$ cat src/verilog/dcad_pkg.sv
// Package for the operand and ALU decode block: register map, field layout,
// opcode and condition encodings, status bit positions and reset values.
// Assumes a single core clock and a plain strobed register port.
package dcad_pkg;
  // Register byte addresses.
  localparam logic [7:0] REG_OPA = 8'h00;
  localparam logic [7:0] REG_OPB = 8'h04;
  localparam logic [7:0] REG_SPEC = 8'h08;
  localparam logic [7:0] REG_CMD = 8'h0c;
  localparam logic [7:0] REG_STATUS = 8'h10;
  localparam logic [7:0] REG_RESULT = 8'h14;
  localparam logic [7:0] REG_INFO = 8'h18;
  localparam logic [7:0] REG_DSP_SPEC = 8'h1c;
  localparam logic [7:0] REG_DSP_DEC = 8'h20;
  localparam logic [7:0] REG_ACCA_LO = 8'h24;
  localparam logic [7:0] REG_ACCA_HI = 8'h28;
  localparam logic [7:0] REG_ACCB_LO = 8'h2c;
  localparam logic [7:0] REG_ACCB_HI = 8'h30;
  // Status bit positions.
  localparam int ST_W = 9;
  localparam int S_C = 0;
  localparam int S_Z = 1;
  localparam int S_OV = 2;
  localparam int S_N = 3;
  localparam int S_DC = 4;
  localparam int S_OA = 5;
  localparam int S_OB = 6;
  localparam int S_SA = 7;
  localparam int S_SB = 8;
  localparam logic [ST_W-1:0] STATUS_RST = 9'h000;
  // Operand specifier field positions.
  localparam int SP_DST = 0;
  localparam int SP_MODE = 8;
  localparam int SP_ACC = 11;
  localparam int SP_SLIT = 12;
  localparam int SP_COND = 16;
  localparam int SPEC_W = 20;
  // DSP specifier field positions.
  localparam int DS_PAIR = 0;
  localparam int DS_SQ = 4;
  localparam int DS_X = 5;
  localparam int DS_Y = 9;
  localparam int DS_XD = 13;
  localparam int DS_YD = 15;
  localparam int DSP_W = 17;
  // Fixed working registers.
  localparam logic [3:0] W_IMPLICIT = 4'h0;
  localparam logic [3:0] W_MUL_BASE = 4'h4;
  localparam logic [3:0] W_X_BASE = 4'h8;
  localparam logic [3:0] W_Y_BASE = 4'ha;
  localparam logic [3:0] W_INDEX = 4'hc;
  localparam int DC_BIT = 4;
  localparam logic [1:0] CYC_ONE = 2'h1;
  localparam logic [1:0] CYC_TWO = 2'h2;

  typedef struct packed {
    logic wr;
    logic rd;
    logic [7:0] addr;
    logic [31:0] wdata;
  } dcad_bus_s;

  typedef struct packed {
    logic en;
    logic idx;
    logic [3:0] ptr;
    logic signed [3:0] step;
  } dcad_pfx_s;

  typedef enum logic [4:0] {
    OP_NOP = 5'h00, OP_ADD_F = 5'h01, OP_ADD_FW = 5'h02, OP_ADD_L10 = 5'h03,
    OP_ADD_3R = 5'h04, OP_ADD_L5 = 5'h05, OP_ADD_WITH_CARRY_OP_F = 5'h06, OP_ADD_WITH_CARRY_OP_FW = 5'h07,
    OP_ADD_WITH_CARRY_OP_L10 = 5'h08, OP_ADD_WITH_CARRY_OP_3R = 5'h09, OP_ADD_WITH_CARRY_OP_L5 = 5'h0a, OP_ACC_ADD = 5'h0b,
    OP_ASR_F = 5'h0c, OP_ASR_FW = 5'h0d, OP_ASR_WS = 5'h0e, OP_ASR_REG = 5'h0f,
    OP_ASR_L5 = 5'h10, OP_BRA_COND = 5'h11, OP_BRA = 5'h12, OP_BRA_COMP = 5'h13
  } dcad_op_e;

  typedef enum logic [3:0] {
    CC_C = 4'h0, CC_GE = 4'h1, CC_GEU = 4'h2, CC_GT = 4'h3, CC_GTU = 4'h4,
    CC_LE = 4'h5, CC_LEU = 4'h6, CC_LT = 4'h7, CC_LTU = 4'h8
  } dcad_cond_e;

  typedef enum logic [2:0] {
    AM_DIRECT = 3'h0, AM_IND = 3'h1, AM_POSTINC = 3'h2, AM_POSTDEC = 3'h3,
    AM_PREINC = 3'h4, AM_PREDEC = 3'h5, AM_BASEOFS = 3'h6
  } dcad_mode_e;
endpackage : dcad_pkg

$ cat src/verilog/dcad_core.sv
// Operand specifier decode and first ALU slice of a 16-bit DSP core.
// Assumes a single-clock strobed register port; read data one cycle later.
`timescale 1ns/10ps
module dcad_core
  import dcad_pkg::*;
(
  input wire logic clk,
  input wire logic rst_n,
  input wire dcad_bus_s bus,
  output logic [31:0] rdata,
  output logic done
);
  logic [15:0] opa;
  logic [15:0] opb;
  logic [SPEC_W-1:0] spec;
  logic [DSP_W-1:0] dsp_spec;
  logic [ST_W-1:0] status;
  logic [15:0] result;
  logic [3:0] dst;
  logic dst_file;
  logic [1:0] cycles;
  logic taken;
  logic illegal;
  logic [39:0] acc_a;
  logic [39:0] acc_b;
  logic cmd_wr;
  dcad_op_e cmd_op;
  logic [ST_W-1:0] next_status;
  logic [15:0] next_result;
  logic [3:0] next_dst;
  logic next_dst_file;
  logic [1:0] next_cycles;
  logic next_taken;
  logic next_illegal;
  logic acc_wr;
  logic [39:0] next_acc;
  dcad_pfx_s x_pfx;
  dcad_pfx_s y_pfx;
  logic [3:0] mul_m;
  logic [3:0] mul_n;
  logic pair_bad;
  logic [3:0] x_dst;
  logic [3:0] y_dst;
  logic [15:0] add_b;
  logic add_cin;
  logic [16:0] add_sum;
  logic [4:0] add_nib;
  logic [39:0] acc_src;
  logic [39:0] acc_val;
  logic [40:0] acc_sum;
  logic [4:0] shamt;
  logic cond_ok;
  dcad_mode_e mode;

  // Sets N from the top bit and Z from an all-zero result.
  function automatic logic [ST_W-1:0] nz_upd(input logic [ST_W-1:0] s, input logic [15:0] r);
    nz_upd = s;
    nz_upd[S_N] = r[15];
    nz_upd[S_Z] = (r == 16'h0000);
  endfunction : nz_upd

  // Decodes a four-bit prefetch code: bit 3 picks the pointer, bits 2:0 the step.
  function automatic dcad_pfx_s pfx_dec(input logic [3:0] code, input logic [3:0] base);
    logic [3:0] mag;
    mag = 4'h0;
    pfx_dec.en = 1'b1;
    pfx_dec.idx = 1'b0;
    pfx_dec.ptr = base + {3'h0, code[3]};
    if (code[2:0] == 3'h7) begin
      pfx_dec.idx = code[3];
      pfx_dec.en = code[3];
      pfx_dec.step = 4'sh0;
    end else begin
      mag = code[2] ? {1'b0, code[1:0] + 2'h1, 1'b0} : {1'b0, code[1:0], 1'b0};
      pfx_dec.step = code[2] ? -$signed(mag) : $signed(mag);
    end
  endfunction : pfx_dec

  assign cmd_wr = bus.wr && (bus.addr == REG_CMD);
  assign cmd_op = dcad_op_e'(bus.wdata[4:0]);
  assign mode = dcad_mode_e'(spec[SP_MODE +: 3]);

  // DSP operand decode: multiply pair, prefetch pointers and destinations.
  always_comb begin
    mul_m = W_MUL_BASE + {2'h0, dsp_spec[DS_PAIR+2 +: 2]};
    mul_n = W_MUL_BASE + {2'h0, dsp_spec[DS_PAIR +: 2]};
    if (dsp_spec[DS_SQ]) begin
      pair_bad = (mul_m != mul_n);
    end else begin
      pair_bad = (mul_m >= mul_n);
    end
    x_pfx = pfx_dec(dsp_spec[DS_X +: 4], W_X_BASE);
    y_pfx = pfx_dec(dsp_spec[DS_Y +: 4], W_Y_BASE);
    x_dst = W_MUL_BASE + {2'h0, dsp_spec[DS_XD +: 2]};
    y_dst = W_MUL_BASE + {2'h0, dsp_spec[DS_YD +: 2]};
  end

  // Datapath terms shared by the add, accumulator and shift forms.
  always_comb begin
    unique case (cmd_op)
      OP_ADD_L10, OP_ADD_WITH_CARRY_OP_L10: add_b = {6'h00, opb[9:0]};
      OP_ADD_L5, OP_ADD_WITH_CARRY_OP_L5: add_b = {11'h000, opb[4:0]};
      default: add_b = opb;
    endcase
    add_cin = (cmd_op inside {OP_ADD_WITH_CARRY_OP_F, OP_ADD_WITH_CARRY_OP_FW, OP_ADD_WITH_CARRY_OP_L10, OP_ADD_WITH_CARRY_OP_3R, OP_ADD_WITH_CARRY_OP_L5}) && status[S_C];
    add_sum = {1'b0, opa} + {1'b0, add_b} + {16'h0000, add_cin};
    add_nib = {1'b0, opa[3:0]} + {1'b0, add_b[3:0]} + {4'h0, add_cin};
    acc_src = {{8{opa[15]}}, opa, 16'h0000};
    if (spec[SP_SLIT+3]) begin
      acc_val = acc_src << (4'(~spec[SP_SLIT +: 4]) + 4'h1);
    end else begin
      acc_val = $signed(acc_src) >>> spec[SP_SLIT +: 3];
    end
    acc_sum = spec[SP_ACC] ? {acc_b[39], acc_b} + {acc_val[39], acc_val} : {acc_a[39], acc_a} + {acc_val[39], acc_val};
    shamt = (cmd_op == OP_ASR_REG) ? {1'b0, opb[3:0]} : opb[4:0];
  end

  // Branch condition evaluation against the current flags.
  always_comb begin
    unique case (dcad_cond_e'(spec[SP_COND +: 4]))
      CC_C, CC_GEU: cond_ok = status[S_C];
      CC_GTU: cond_ok = status[S_C] && !status[S_Z];
      CC_LEU: cond_ok = !status[S_C] || status[S_Z];
      CC_LTU: cond_ok = !status[S_C];
      CC_GE: cond_ok = status[S_N] == status[S_OV];
      CC_GT: cond_ok = !status[S_Z] && (status[S_N] == status[S_OV]);
      CC_LE: cond_ok = status[S_Z] || (status[S_N] != status[S_OV]);
      CC_LT: cond_ok = status[S_N] != status[S_OV];
      default: cond_ok = 1'b0;
    endcase
  end

  // Executes the command written this cycle; results land on the next edge.
  always_comb begin
    next_status = status;
    next_result = result;
    next_dst = spec[SP_DST +: 4];
    next_dst_file = 1'b0;
    next_cycles = CYC_ONE;
    next_taken = 1'b0;
    next_illegal = 1'b0;
    acc_wr = 1'b0;
    next_acc = acc_sum[39:0];
    unique case (cmd_op)
      OP_ADD_F, OP_ADD_FW, OP_ADD_L10, OP_ADD_3R, OP_ADD_L5,
      OP_ADD_WITH_CARRY_OP_F, OP_ADD_WITH_CARRY_OP_FW, OP_ADD_WITH_CARRY_OP_L10, OP_ADD_WITH_CARRY_OP_3R, OP_ADD_WITH_CARRY_OP_L5: begin
        if ((cmd_op inside {OP_ADD_3R, OP_ADD_WITH_CARRY_OP_3R}) && mode > AM_PREDEC) begin
          next_illegal = 1'b1;
        end else begin
          next_result = add_sum[15:0];
          next_status = nz_upd(status, add_sum[15:0]);
          next_status[S_C] = add_sum[16];
          next_status[S_DC] = add_nib[DC_BIT];
          next_status[S_OV] = (opa[15] == add_b[15]) && (add_sum[15] != opa[15]);
          if (add_cin || cmd_op inside {OP_ADD_WITH_CARRY_OP_F, OP_ADD_WITH_CARRY_OP_FW, OP_ADD_WITH_CARRY_OP_L10, OP_ADD_WITH_CARRY_OP_3R, OP_ADD_WITH_CARRY_OP_L5}) begin
            next_status[S_Z] = status[S_Z] && (add_sum[15:0] == 16'h0000);
          end
        end
        if (cmd_op inside {OP_ADD_F, OP_ADD_WITH_CARRY_OP_F}) begin
          next_dst_file = 1'b1;
        end
        if (cmd_op inside {OP_ADD_FW, OP_ADD_WITH_CARRY_OP_FW}) begin
          next_dst = W_IMPLICIT;
        end
      end
      OP_ACC_ADD: begin
        if (mode == AM_IND || mode > AM_BASEOFS) begin
          next_illegal = 1'b1;
        end else begin
          acc_wr = 1'b1;
          next_status[spec[SP_ACC] ? S_OB : S_OA] = !((&acc_sum[39:31]) || !(|acc_sum[39:31]));
          if (acc_sum[40] != acc_sum[39]) begin
            next_status[spec[SP_ACC] ? S_SB : S_SA] = 1'b1;
          end
        end
      end
      OP_ASR_F, OP_ASR_FW, OP_ASR_WS: begin
        if (cmd_op == OP_ASR_WS && mode > AM_PREDEC) begin
          next_illegal = 1'b1;
        end else begin
          next_result = {opa[15], opa[15:1]};
          next_status = nz_upd(status, {opa[15], opa[15:1]});
          next_status[S_C] = opa[0];
          next_status[S_OV] = 1'b0;
        end
        next_dst_file = (cmd_op == OP_ASR_F);
        if (cmd_op == OP_ASR_FW) begin
          next_dst = W_IMPLICIT;
        end
      end
      OP_ASR_REG, OP_ASR_L5: begin
        next_result = 16'($signed(opa) >>> shamt);
        next_status = nz_upd(status, 16'($signed(opa) >>> shamt));
      end
      OP_BRA_COND: begin
        next_taken = cond_ok;
        next_cycles = cond_ok ? CYC_TWO : CYC_ONE;
      end
      OP_BRA, OP_BRA_COMP: begin
        next_taken = 1'b1;
        next_cycles = CYC_TWO;
      end
      default: next_illegal = 1'b1;
    endcase
  end

  // Operand and specifier registers written by software.
  always_ff @(posedge clk) begin
    if (!rst_n) begin
      opa <= 16'h0000;
      opb <= 16'h0000;
      spec <= '0;
      dsp_spec <= '0;
    end else if (bus.wr) begin
      if (bus.addr == REG_OPA) opa <= bus.wdata[15:0];
      if (bus.addr == REG_OPB) opb <= bus.wdata[15:0];
      if (bus.addr == REG_SPEC) spec <= bus.wdata[SPEC_W-1:0];
      if (bus.addr == REG_DSP_SPEC) dsp_spec <= bus.wdata[DSP_W-1:0];
    end
  end

  // Status flags: a command updates them, otherwise software may overwrite them.
  always_ff @(posedge clk) begin
    if (!rst_n) begin
      status <= STATUS_RST;
    end else if (cmd_wr) begin
      status <= next_status;
    end else if (bus.wr && bus.addr == REG_STATUS) begin
      status <= bus.wdata[ST_W-1:0];
    end
  end

  // Execution results and the one-cycle completion pulse.
  always_ff @(posedge clk) begin
    if (!rst_n) begin
      result <= 16'h0000;
      dst <= 4'h0;
      dst_file <= 1'b0;
      cycles <= 2'h0;
      taken <= 1'b0;
      illegal <= 1'b0;
      done <= 1'b0;
    end else begin
      done <= cmd_wr;
      if (cmd_wr) begin
        result <= next_result;
        dst <= next_dst;
        dst_file <= next_dst_file;
        cycles <= next_cycles;
        taken <= next_taken;
        illegal <= next_illegal;
      end
    end
  end

  // Accumulators, 40 bits each.
  always_ff @(posedge clk) begin
    if (!rst_n) begin
      acc_a <= 40'h0;
      acc_b <= 40'h0;
    end else if (cmd_wr && acc_wr) begin
      if (spec[SP_ACC]) acc_b <= next_acc;
      else acc_a <= next_acc;
    end
  end

  // Read port: data stand only in the cycle after the strobe; unmapped reads zero.
  always_ff @(posedge clk) begin
    if (!rst_n || !bus.rd) begin
      rdata <= 32'h0;
    end else begin
      unique case (bus.addr)
        REG_OPA: rdata <= {16'h0, opa};
        REG_OPB: rdata <= {16'h0, opb};
        REG_SPEC: rdata <= {12'h0, spec};
        REG_STATUS: rdata <= {23'h0, status};
        REG_RESULT: rdata <= {16'h0, result};
        // Pair legality and first multiply register sit above the execution info.
        REG_INFO: rdata <= {17'h0, pair_bad, mul_m, spec[SP_ACC], illegal, taken, cycles, dst_file, dst};
        REG_DSP_SPEC: rdata <= {15'h0, dsp_spec};
        REG_DSP_DEC: rdata <= {mul_n, y_dst, x_dst, y_pfx, x_pfx};
        REG_ACCA_LO: rdata <= acc_a[31:0];
        REG_ACCA_HI: rdata <= {24'h0, acc_a[39:32]};
        REG_ACCB_LO: rdata <= acc_b[31:0];
        REG_ACCB_HI: rdata <= {24'h0, acc_b[39:32]};
        default: rdata <= 32'h0;
      endcase
    end
  end
endmodule : dcad_core

$ cat config.mk
export PLATFORM = sky130hd
export DESIGN_NAME = dcad_core
export DESIGN_NICKNAME = d
export VERILOG_FILES = /design/src/verilog/dcad_pkg.sv /design/src/verilog/dcad_core.sv
export SDC_FILE = /design/constraint.sdc
export NUM_CORES = 1
export LEC_CHECK = 0
export ABC_AREA = 1
export BUFFER_PORTS_ARGS = -buffer_cell sky130_fd_sc_hd__buf_2
export CORE_AREA = 2 2 199 201
export DETAILED_ROUTE_END_ITERATION = 10
export DIE_AREA = 0 0 201 203
export REMOVE_ABC_BUFFERS = 1
export SLEW_MARGIN = 40
export SYNTH_ARGS = -nofsm -noshare
export SYNTH_HDL_FRONTEND = slang
export SYNTH_SLANG_ARGS = --single-unit
$ cat constraint.sdc
create_clock -name clk -period 5.4 [get_ports clk]
set_input_delay 0.54 -clock clk [delete_from_list [all_inputs] [get_ports clk]]
set_output_delay 0.54 -clock clk [all_outputs]
set_load 0.05 [all_outputs]
After elaboration in Yosys (flattened, before gate mapping). Index checks and enable logic that the tools add are counted.

Register bits: 216. Bits of input ports: 44. Output and inout bits: 33. Word-level logic and storage cells: 212.

Add/sub/neg operators: 17. $lt $le $gt $ge: 7. Equal/unequal tests: 61. Shift operators: 3. Muxes and demuxes: 47. Bitwise logic cells: 3. Reductions and logical operators: 56.

Operators by type and width (count): $pmux W32 S12 (1); $add A40 B40 Y41 (2); $logic_not A16 Y1 (3); $pmux W16 S3 (1); $mux W41 (1); $eq A5 B4 Y1 const B (8); $eq A8 B6 Y1 const B (5); $mux W40 (1); $shl A40 B4 Y40 (1); $sshr A32 B3 Y40 (1); $mux W9 (4); $pmux W9 S4 (1); $eq A8 B5 Y1 const B (4); $mux W16 (2); $mux W4 (8); $pmux W16 S2 (1); $eq A5 B3 Y1 const B (4); $eq A5 B5 Y1 const B (4); $reduce_and A6 Y1 (3); $add A16 B16 Y17 (1); $add A17 B1 Y17 (1); $add A3 B2 Y4 const A (4); $eq A4 B3 Y1 const B (4); $eq A8 B4 Y1 const B (2); other kinds (61) (127).

Depth between registers and ports, before layout. Gate-level depths: netlist of run 1.

Word-level depth: 16. Gate-level depth with buffers: 31. Gate-level depth less buffers: 28.

Worst setup path after synthesis of run 1. OpenSTA, ideal clock, no wires.

Path type: register to register. Start: register spec[12]. End: register status[7]. Library setup time: 119 ps. Arrival time: 3728 ps. Data required time: 5281 ps. Path slack: 1553 ps. Stages on the path, launching flop included: 24. Path buffers: 3. Period minus slack after synthesis: 3847 ps. Path through: dfxtp_1 > clkbuf_1 > clkinv_1 > clkbuf_1 > ha_1 > clkbuf_1 > nor2_1 > o21ai_0 > nor2_1 > a311oi_1 > o21ai_0 > ha_1 > nand2_1 > nor2_1 > nand2_1 > nor2_1 > nand2_1 > nand3_1 > a21oi_1 > or2_2 > nand2_1 > o21bai_1 > nand2_1 > a21oi_1.

Word-level cells in the longest chain between the ends: 16. Elaborated cells between the ends (all ways): 20. Classes of those cells: add/sub (3); eq/ne (1); shift (2); mux (7); bitwise (2); reduce/logical (5).

Ends and longest elaborated chain: start: declaration (RTL line dcad_core.sv:15) `logic [SPEC_W-1:0] spec;`; start signal: assignment (RTL line dcad_core.sv:217) `if (bus.addr == REG_SPEC) spec <= bus.wdata[SPEC_W-1:0];`; $not A4 Y4 (RTL line dcad_core.sv:110) `acc_val = acc_src << (4'(~spec[SP_SLIT +: 4]) + 4'h1);`; $add A4 B1 Y4 (RTL line dcad_core.sv:110); $shl A40 B4 Y40 (RTL line dcad_core.sv:110); $mux W40 (*) (RTL line dcad_core.sv:109) `if (spec[SP_SLIT+3]) begin`; $add A40 B40 Y41 (RTL line dcad_core.sv:114) `acc_sum = spec[SP_ACC] ? {acc_b[39], acc_b} + {acc_val[39], acc_val} : {acc_a[39], acc_a} + {acc_val[39], acc_ ...`; $mux W41 (*) (RTL line dcad_core.sv:114); $reduce_or A9 Y1 (RTL line dcad_core.sv:171) `next_status[spec[SP_ACC] ? S_OB : S_OA] = !((&acc_sum[39:31]) || !(|acc_sum[39:31]));`; $logic_not A1 Y1 (RTL line dcad_core.sv:171); $logic_or A1 B1 Y1 (RTL line dcad_core.sv:171); $logic_not A1 Y1 (RTL line dcad_core.sv:171); $bwmux W9 (RTL line dcad_core.sv:171); $or A9 B9 Y9 (no line); $mux W9 (*) (RTL line dcad_core.sv:172) `if (acc_sum[40] != acc_sum[39]) begin`; $mux W9 (*) (RTL line dcad_core.sv:167) `if (mode == AM_IND || mode > AM_BASEOFS) begin`; $pmux W9 S4 (*) (RTL line dcad_core.sv:144) `unique case (cmd_op)`; $mux W9 (*) (RTL line dcad_core.sv:226) `end else if (cmd_wr) begin`; end signal: assignment (RTL line dcad_core.sv:227) `status <= next_status;`; end signal: assignment (RTL line dcad_core.sv:229) `status <= bus.wdata[ST_W-1:0];`; end: declaration (RTL line dcad_core.sv:17) `logic [ST_W-1:0] status;`.

Mark *: on every way between the ends. The rest lies on a longest branch, timed or not. The select of a mux whose other input is x is not followed. A chain may end at the register's enable or synchronous reset.

Worst setup path in the final report of run 1.
Start: register spec[12]. End: register status[6].

The elaborated chain is that of the path after synthesis.

==> results.ini, run 1 <==
[sta]
relSlewSlack_pct = 33.7
timing.final.crit_share_pct = 81.0
hold_ws_ns = 0.233
rsz0062_at_grt = no
hold_violations = 0
layout_min_cycle_time_ns = 4.37
tightest_slew_ns = 0.994
slew_viol_final = 0
skew_ns = 0.0123
max_clock_freq_mhz = 229
setup-violations-final = 0
tns_ns = 0

[place]
gp_congestion = 0.964
io_buffer_count = 64
hpwl_mm = 48.3

[clocking]
cts_setup_buffers = 0
clock_latency_ns = 0.57
htree_levels = 1
cts_inserted_buffers = 27
ctsHoldBuffers = 0
cts_tree = built
clkTransAtPathRegs_ns = 0.06
cts.repair.resized = 0
cts.sinks = 215
ctsLongestPathBuffers = 3
ctsRootBufferMaster = clkbuf_16

[run]
cap_viol_max_count = 0

[floorplanning]
fp.dieH_um = 203
core_um2 = 38500
dieArea_um2 = 40800
start_util_pct = 39.7
fp.dieW_um = 201
rows = 72
io_pins = 77

[worst_setup_path]
crit_fanout = 23
worst_ep_required_time_ns = 5.86
path_class = register to register
endpoint_kind = register
startpoint_type = register
r2r_slack_ns = 1.03
crit_arrival_ns = 4.83

[synthesis]
synth_most_common_cell = nand2_1
synth_ff_type = dfxtp_1
synth_edf_count = 0
async_reset_ff_share_pct = 0
synthTopCellsByArea = dfxtp_1 (28%), nand2_1 (16%), inv_1 (9.0%)
syn_inst = 2489
synth_cell_type_count = 59
synth-seq-cells = 215
yosys-top-cells-count = nand2_1 (657), inv_1 (366), o21ai_0 (257)
synth.avg_cell_area_um2 = 6.14
ys_warn_count = 0
yosysTopAreaCell = dfxtp_1
synth_top_area_share_pct = 28.2
synth_area_um2 = 15300
seq_area_frac_synth_pct = 28.2

[pwr]
power_uw = 3580
power.leakage_uw = 0.00806
max-vdd-ir-drop_mv = 0.191
powerDensity_nw_per_um2 = 211

[global_route]
antenna_found_initial = 1
grt_usage_pct = 30.6
grt_overflow = 0
grt_max_degree = 88
grt_pass1_vias = 16000
grt_pass1_wl_mm = 96.1

[finish]
multi_input_area_um2 = 9080
fillers = 4198
fin_nets = 2603
seq_area_um2 = 4310
layout-drive-gt1-share_pct = 7.73
area_delta_synth_final_pct = 11.0
n_antenna_cell = 0

[routing]
avgViaCountPerCell = 5.56
dr.pass1.iters = 5
route.detailed.drc = 0
final_antenna_net_count = 0
via_count = 16900
routedWlPerCell_um = 20.8
drt_iter0_markers = 1232
routed_wirelength_mm = 63.3

[min_path]
holdCritPathClass = input pin to register

[status]
status = finished clean

## worst max-delay path, cell delays in order (launching register included)
cell,delay (ns)
dfxtp_1,0.31
buf_4,0.21
nor3_1,0.29
inv_1,0.09
nor2_1,0.40
inv_1,0.35
nor2_1,0.19
a221oi_1,0.08
o21ai_0,0.15
ha_1,0.34
nand2_1,0.15
inv_1,0.05
nand2_1,0.07
nand2_1,0.08
a21oi_1,0.28
nand3_1,0.22
a21oi_1,0.36
nand2_1,0.11
nand2_1,0.11
nand3_1,0.08
nand2_1,0.16
nand2_1,0.07
nand2_1,0.07
a21oi_1,0.05
## worst paths after layout
path | end | startpoint | cells past startpoint
worst max-delay path | status[6] | spec[12] | 23
worst min-delay path | spec[16] | bus[16] | 3
worst max register to register | status[6] | spec[12] | 23
worst min register to register | acc_b[1] | acc_b[1] | 2
## layer usage
metal  vias to the layer above  part of all wire (%)  global-route usage, %
met1                      7922                    42                   38.7
met4                         0                   5.3                   14.6
met2                       602                    46                   52.0
met3                       143                   6.0                   3.21
met5                         -                     0                      0
li1                       8224                     -                      -
## report_power, final
part | internal, uW | switching [uW]
sequential | 1590 | 2.37
combinational | 31.2 | 108
clock | 1090 | 758
total | 2710 | 869
## layout make-up
class	instances	share of cell area, %
repair buffers	99	3.46
clock inverters	13	0.790
flip-flops and latches	215	25.4
multi-input cells	1783	53.6
inverters	378	8.39
well taps	518	3.82
clock buffers	34	4.50
## cells in the final DEF (no fill, tap or decap), types with 6 or more instances in the layout
cell type,Yosys,layout
clkbuf_16,0,27
buf_2,20,64
nor2_2,10,13
nand3_1,110,110
buf_4,2,34
or2_2,6,6
o21ai_0,257,257
dfxtp_1,215,213
inv_1,366,364
xnor2_1,15,15
inv_2,9,9
a22oi_1,7,7
a31oi_1,30,30
o21ai_1,17,17
o21bai_1,12,12
nor3_1,11,11
a211oi_1,13,13
nor2_1,187,183
a221oi_1,34,34
nand2_1,657,657
o22ai_1,27,27
o211ai_1,33,33
xor2_1,14,14
clkbuf_8,0,6
ha_1,53,53
mux2i_1,6,6
nand4_1,17,17
a21oi_1,203,203
## logic make-up (layout without fill, tap and decap cells)
logic type	after synthesis	count (layout)	synth area share, %
AOI/OAI and AO/OA	669	669	25.3
xor gates and xnor gates	29	29	1.66
adders and majority gates	55	55	4.60
buffers and inverters	491	524	12.4
DFF	215	215	28.2
muxes	6	6	0.393
and+or+nand+nor	1024	1024	27.4
## sequential cells by signal (all words and copies together), names as in the netlist
signal and count:
dst 4, dsp_spec 17, result 16, dst_file 1
done 1, opb 16, spec 20, cycles 2
rdata 32, status 9, opa 16, acc_a 40
illegal 1, acc_b 40
## through the flow
step / setup WS (ns) / cell area (um^2) / util [%] / cells
3_3_place_gp: 1.15 / 16000 / 41.7 / 2992
5_1_grt: 0.657 / 16900 / 44.1 / 3040
2_1_floorplan: 0.214 / 14800 / - / 2376
6_report: 1.03 / 16900 / 44.1 / 3040
4_1_cts: 1.08 / 16900 / 44.0 / 3039
3_5_place_dp: 1.11 / 16000 / 41.7 / 2992
Power figures use the tool's default switching activity.
==> run 2, diff against run 1 <==
==> constraint.sdc (replaced) <==
create_clock -name clk -period 4.43 [get_ports clk]
set_input_delay 0.443 -clock clk [delete_from_list [all_inputs] [get_ports clk]]
set_output_delay 0.443 -clock clk [all_outputs]
set_load 0.05 [all_outputs]
==> run 2 against run 1 <==
  * Sequential cell count is the same
  * Cell area grew 1.0%
  * First-iteration DRC count grew 11%
  * Via count shrank 0.47%
  * Clock power grew 22%
  * Non-clock buffer count grew 23
  * Largest cell class unchanged
  * Highest routed layer unchanged
==> results.ini, run 2 (synthesis gave the netlist of run 1 again) <==
[sta]
skew_ns = 0.0230  ; +0.0107 ns
tns_ns = 0  ; unchanged
hold_violations = 0  ; unchanged
layout_min_cycle_time_ns = 4.10  ; -0.269 ns
setup_ws_ns = 0.327  ; -0.701 ns
setup-violations-final = 0  ; unchanged
rsz0062_at_grt = no
tightest_slew_ns = 0.973  ; -0.0211 ns
slew_viol_final = 0  ; unchanged
relSlewSlack_pct = 35.1  ; +1.4 points
max_clock_freq_mhz = 244  ; +6.6%
timing.final.crit_share_pct = 92.6  ; +12 points

[min_path]
holdCritPathClass = input pin to register

[routing]
routedWlPerCell_um = 20.7  ; -0.60%
top_layer = met4
met3_wirelength_mm = 3.71  ; -2.0%
route.detailed.drc = 0  ; unchanged
dr_wl_met2_mm = 30.4  ; +3.6%
drt_iter0_markers = 1363  ; +11%
avgViaCountPerCell = 5.49  ; -1.2%
via_count = 16800  ; -0.47%
wl_met1_mm = 26.1  ; -3.1%
routed_wirelength_mm = 63.5  ; +0.18%
dr.pass1.iters = 6  ; +1
final_antenna_net_count = 0  ; unchanged

[clocking]
cts_tree = built
cts_setup_buffers = 0  ; unchanged
htree_levels = 1  ; unchanged
ctsRootBufferMaster = clkbuf_16
cts_inserted_buffers = 26  ; -3.7%
clkTransAtPathRegs_ns = 0.06  ; about the same
cts.sinks = 215  ; unchanged
clock_latency_ns = 0.57  ; about the same
ctsLongestPathBuffers = 3  ; unchanged

[finish]
final_cell_mix = nand2_1 (657), inv_1 (364), o21ai_0 (256), dfxtp_1 (214), a21oi_1 (202)
n_antenna_cell = 0  ; unchanged
seq_area_um2 = 4310  ; about the same
fin_cells = 3064  ; +0.79%
reg_top3 = acc_a (40), acc_b (40), rdata (32)
final_common_cell = nand2_1
area_delta_synth_final_pct = 12.1
multi_input_area_um2 = 9080  ; about the same
fin_nets = 2625  ; +0.85%
layout-drive-gt1-share_pct = 8.44  ; +0.71 points
fillers = 4210  ; +0.29%

[place]
dp_cells = 3015  ; +0.77%
hpwl_mm = 49.6  ; +2.8%
place_ws_ns = 0.340  ; -0.769 ns
io_buffer_count = 64  ; unchanged
gp_congestion = 1.02  ; +5.5%

[worst_setup_path]
path_class = register to register
cpMostUsedCell = nand2_1
crit_chain = buf_4 > nor3_1 > nor2_1 > inv_1 > o221ai_1 > ha_1 > nand2_1 > inv_1 > nand2_1 > nand2_1 > a21oi_1 > nand3_1 > a21oi_2 > nand2_1 > nand2_1 > nand3_1 > nand2_1 > nand2_1 > nand2_1 > a21oi_1
crit_slowest_cell = nor2_1
worst_ep_required_time_ns = 4.88  ; -0.98 ns
critPathBufInv = 3  ; -1
endpoint_kind = register
startpoint_type = register
max_stage_delay_ns = 0.60  ; +0.20 ns
crit_fanout = 23  ; unchanged
crit_arrival_ns = 4.55  ; -0.28 ns
cpLargestDelayFamily = simple AND/OR/NAND/NOR gates

[global_route]
grt_pass1_wl_mm = 96.4  ; +0.26%
grt_overflow = 0  ; unchanged
grt_pass1_vias = 16100  ; +0.66%
grt_max_degree = 59  ; -33%
antenna_found_initial = 0  ; -1
grt_usage_pct = 30.8  ; +0.20 points

[floorplanning]
fp.dieH_um = 203  ; unchanged
core_um2 = 38500  ; unchanged
dieArea_um2 = 40800  ; unchanged
fp.dieW_um = 201  ; unchanged
start_util_pct = 39.7  ; unchanged
io_pins = 77  ; unchanged
rows = 72  ; unchanged

[pwr]
power.leakage_uw = 0.00818  ; +1.5%
powerDensity_nw_per_um2 = 255  ; +21%
max-vdd-ir-drop_mv = 0.236  ; +24%
power_uw = 4360  ; +22%

[status]
status = finished clean

[run]
cap_viol_max_count = 0  ; unchanged

run 2: final cells by class:
type / instances / area share [%]
inverter: 378 / 8.32
timing repair buffer: 122 / 4.49
clock inverter: 13 / 0.790
tap: 518 / 3.79
clock buffer: 35 / 4.42
multi-input combinational: 1783 / 53.0
sequential: 215 / 25.2
run 2: stage by stage:
stage                     utilization (%)  hold WS [ns]  area (um^2)
after floorplan                         -         0.407        14800
after global placement               42.1         0.414        16200
after detailed placement             42.2         0.417        16200
after CTS                            44.5         0.134        17100
after global routing                 44.5         0.181        17100
final                                44.5         0.168        17100
run 2: power breakdown:
part           switching, uW  internal (uW)
Clock                    936           1320
Combinational            132           39.5
Sequential              2.26           1940
Total                   1070           3290
run 2: what timing repair did:
action	CTS	global route
resized for setup	0	2
setup endpoints to repair	0	3
hold buffers	0	0
run 2: worst paths after layout:
kind / from / to / slack (ns) / cells after the start
worst min-delay path: bus[16] / dsp_spec[16] / 0.17 / 3
worst max-delay path: spec[12] / status[6] / 0.33 / 20
worst min register to register: acc_a[2] / acc_a[2] / 0.43 / 2
worst max register to register: spec[12] / status[6] / 0.33 / 20
run 2: routing by layer:
| metal | GRT usage (%) | up-vias |
|---|---|---|
| met3 | 3.72 | 143 |
| met4 | 14.2 | 0 |
| li1 | - | 8266 |
| met2 | 54.2 | 583 |
| met1 | 37.4 | 7820 |
| met5 | 0 | - |
run 2: worst register-to-register path, stage by stage (launching register included):
cell      delay [ns]
dfxtp_1         0.33
buf_4           0.24
nor3_1          0.11
nor2_1          0.60
inv_1           0.32
o221ai_1        0.31
ha_1            0.32
nand2_1         0.16
inv_1           0.05
nand2_1         0.06
nand2_1         0.08
a21oi_1         0.23
nand3_1         0.26
a21oi_2         0.31
nand2_1         0.08
nand2_1         0.10
nand3_1         0.08
nand2_1         0.14
nand2_1         0.07
nand2_1         0.07
a21oi_1         0.05
==> run 3, diff against run 2 <==
--- a/config.mk
+++ b/config.mk
@@ -10,7 +10,6 @@
 export CORE_AREA = 2 2 199 201
 export DETAILED_ROUTE_END_ITERATION = 10
 export DIE_AREA = 0 0 201 203
-export REMOVE_ABC_BUFFERS = 1
 export SLEW_MARGIN = 40
 export SYNTH_ARGS = -nofsm -noshare
 export SYNTH_HDL_FRONTEND = slang
==> run 3 against run 2 <==
  * Global-route usage fell by 1.1 points
  * Maximum frequency rose by 0.45%
  * Worst setup slack improved by 0.018 ns
  * Highest routed layer unchanged
  * Critical path type unchanged
  * Die area did not move
  * First-iteration DRC count rose by 15%
  * Non-clock buffer count rose by 6
  * Register-to-register slack improved by 0.02 ns
  * Final cell count barely moved
  * Via count rose by 0.38%
  * Wire length fell by 3.0%
  * Largest cell class unchanged
  * Largest power group unchanged
  * Sequential power barely moved
==> results.ini, run 3 (synthesis gave the netlist of run 1 again) <==
[worst_setup_path]
crit_arrival_ns = 4.52  ; -0.03 ns
startpoint_type = register
critPathBufInv = 3  ; unchanged
cpMostUsedCell = nand2_1
worst_ep_required_time_ns = 4.87  ; about the same
crit_chain = clkinv_1 > ha_1 > xor2_1 > buf_6 > inv_1 > or2_2 > a221oi_1 > ha_1 > nand2_1 > nor2_1 > nand3_1 > nand3b_1 > nand2_1 > nand2_1 > nand2_1 > nand2_1 > nand2_1 > nor2_1 > nand3_1 > nand2_1 > nand2_1 > nand2_1 > a21oi_1
crit_fanout = 30  ; +30%
endpoint_kind = register
path_class = register to register
max_stage_delay_ns = 0.35  ; -0.25 ns
crit_slowest_cell = or2_2
r2r_slack_ns = 0.34  ; +0.02 ns
cpLargestDelayFamily = simple AND/OR/NAND/NOR gates

[global_route]
grt_overflow = 0  ; unchanged
antenna_found_initial = 0  ; unchanged
grt_max_degree = 109  ; +85%
grt_pass1_vias = 15700  ; -2.8%
met1_usage_pct = 39.1  ; +1.7 points
met2_usage_pct = 49.2  ; -5.0 points
busiest_layer = met2
met3_usage_pct = 2.66  ; -1.1 points
grt_pass1_wl_mm = 93.6  ; -2.9%
grt_usage_pct = 29.7  ; -1.1 points

[pwr]
max-vdd-ir-drop_mv = 0.263  ; +12%
powerDensity_nw_per_um2 = 245  ; -3.8%
power.leakage_uw = 0.00818  ; about the same

[floorplanning]
dieArea_um2 = 40800  ; unchanged
io_pins = 77  ; unchanged
fp.dieW_um = 201  ; unchanged
fp.dieH_um = 203  ; unchanged
start_util_pct = 39.7  ; unchanged
rows = 72  ; unchanged
core_um2 = 38500  ; unchanged

[clocking]
ctsRootBufferMaster = clkbuf_16
clock_latency_ns = 0.55  ; -0.02 ns
htree_levels = 1  ; unchanged
cts.sinks = 215  ; unchanged
ctsLongestPathBuffers = 3  ; unchanged
clkTransAtPathRegs_ns = 0.06  ; about the same
ctsHoldBuffers = 0  ; unchanged
cts_tree = built
cts_inserted_buffers = 23  ; -12%

[finish]
fin_nets = 2628  ; +0.11%
final_common_cell = nand2_1
reg_top3 = acc_a (40), acc_b (40), rdata (32)
post-route-util_pct = 44.5  ; unchanged
layout-drive-gt1-share_pct = 8.69  ; +0.25 points
fin_cells = 3061  ; -0.098%
n_antenna_cell = 0  ; unchanged
final_cell_mix = nand2_1 (657), inv_1 (363), o21ai_0 (253), dfxtp_1 (214), a21oi_1 (201)
area_delta_synth_final_pct = 12.1  ; unchanged

[run]
cap_viol_max_count = 0  ; unchanged

[sta]
layout_min_cycle_time_ns = 4.09  ; -0.0182 ns
skew_ns = 0.0156  ; -0.00739 ns
max_clock_freq_mhz = 245  ; +0.45%
hold_violations = 0  ; unchanged
timing.final.crit_share_pct = 92.2  ; -0.41 points
relSlewSlack_pct = 48.8  ; +14 points
hold_ws_ns = 0.157  ; -0.0117 ns
rsz0062_at_grt = yes
setup-violations-final = 0  ; unchanged
setup_ws_ns = 0.345  ; +0.0182 ns
slew_viol_final = 0  ; unchanged
tns_ns = 0  ; unchanged
tightest_slew_ns = 0.769  ; -0.204 ns

[routing]
avgViaCountPerCell = 5.51  ; +0.48%
route.detailed.drc = 0  ; unchanged
dr.pass1.iters = 5  ; -1
via_count = 16900  ; +0.38%
routedWlPerCell_um = 20.1  ; -2.9%
routed_wirelength_mm = 61.5  ; -3.0%
final_antenna_net_count = 0  ; unchanged
drt_iter0_markers = 1562  ; +15%

[status]
status = finished clean

[place]
dp_cells = 3019  ; +0.13%
place_ws_ns = 0.111  ; -0.229 ns
gp_congestion = 0.958  ; -5.8%
io_buffer_count = 64  ; unchanged
hpwl_mm = 47.9  ; -3.5%

[synthesis]
syn-num-nets = 2588

[min_path]
holdCritPathClass = input pin to register

run 3: cell types whose count changed in the layout (fill, tap and decap cells not counted), moves of 2 or more:
cell       delta
buf_4         +4
clkbuf_16     -4
clkinv_2      -2
nor2_1        -4
buf_6         +4
inv_6         -2
o21ai_1       +3
o21ai_0       -3
nor2_2        +3
run 3: final cells by class:
class | instances | area (um^2)
clock inverter | 8 | 134
multi-input combinational | 1783 | 9120
tap | 518 | 648
sequential | 215 | 4310
fill | 4193 | 21400
timing repair buffer | 128 | 818
inverter | 378 | 1430
clock buffer | 31 | 666
run 3: per-layer routing:
| metal | part of all wire, % | up-vias |
|---|---|---|
| met1 | 44 | 7811 |
| met3 | 5.9 | 133 |
| li1 | - | 8273 |
| met2 | 45 | 659 |
| met5 | 0 | - |
| met4 | 4.8 | 0 |
run 3: worst paths after layout:
path,from,cells after the start,to
worst max-delay path,spec[12],23,status[5]
worst min-delay path,bus[16],3,spec[16]
worst max register to register,spec[12],23,status[5]
worst min register to register,acc_a[3],2,acc_a[3]
run 3: worst min-delay path: cells and delay by family:
kind | cells | cell delay (ns)
buf+inv | 1 | 0.10
simple gates | 2 | 0.12
run 3: power by group:
part,switching (uW),leakage (uW),total [uW],internal [uW]
clock network,859,0.000397,2090,1230
registers,2.28,0.00173,1940,1930
logic,131,0.00606,171,40.1
total,992,0.00818,4200,3210
run 3: per-stage QoR:
stage	instance area (um^2)	power, uW
4_1_cts	17000	4200
3_5_place_dp	16200	2150
2_1_floorplan	15300	2070
6_report	17100	4200
5_1_grt	17100	4300
3_3_place_gp	16200	2150
run 3: what timing repair did:
item / CTS / global route
buffers inserted: 0 / 3
setup endpoints to repair: 0 / 5
resized for setup: 0 / 16
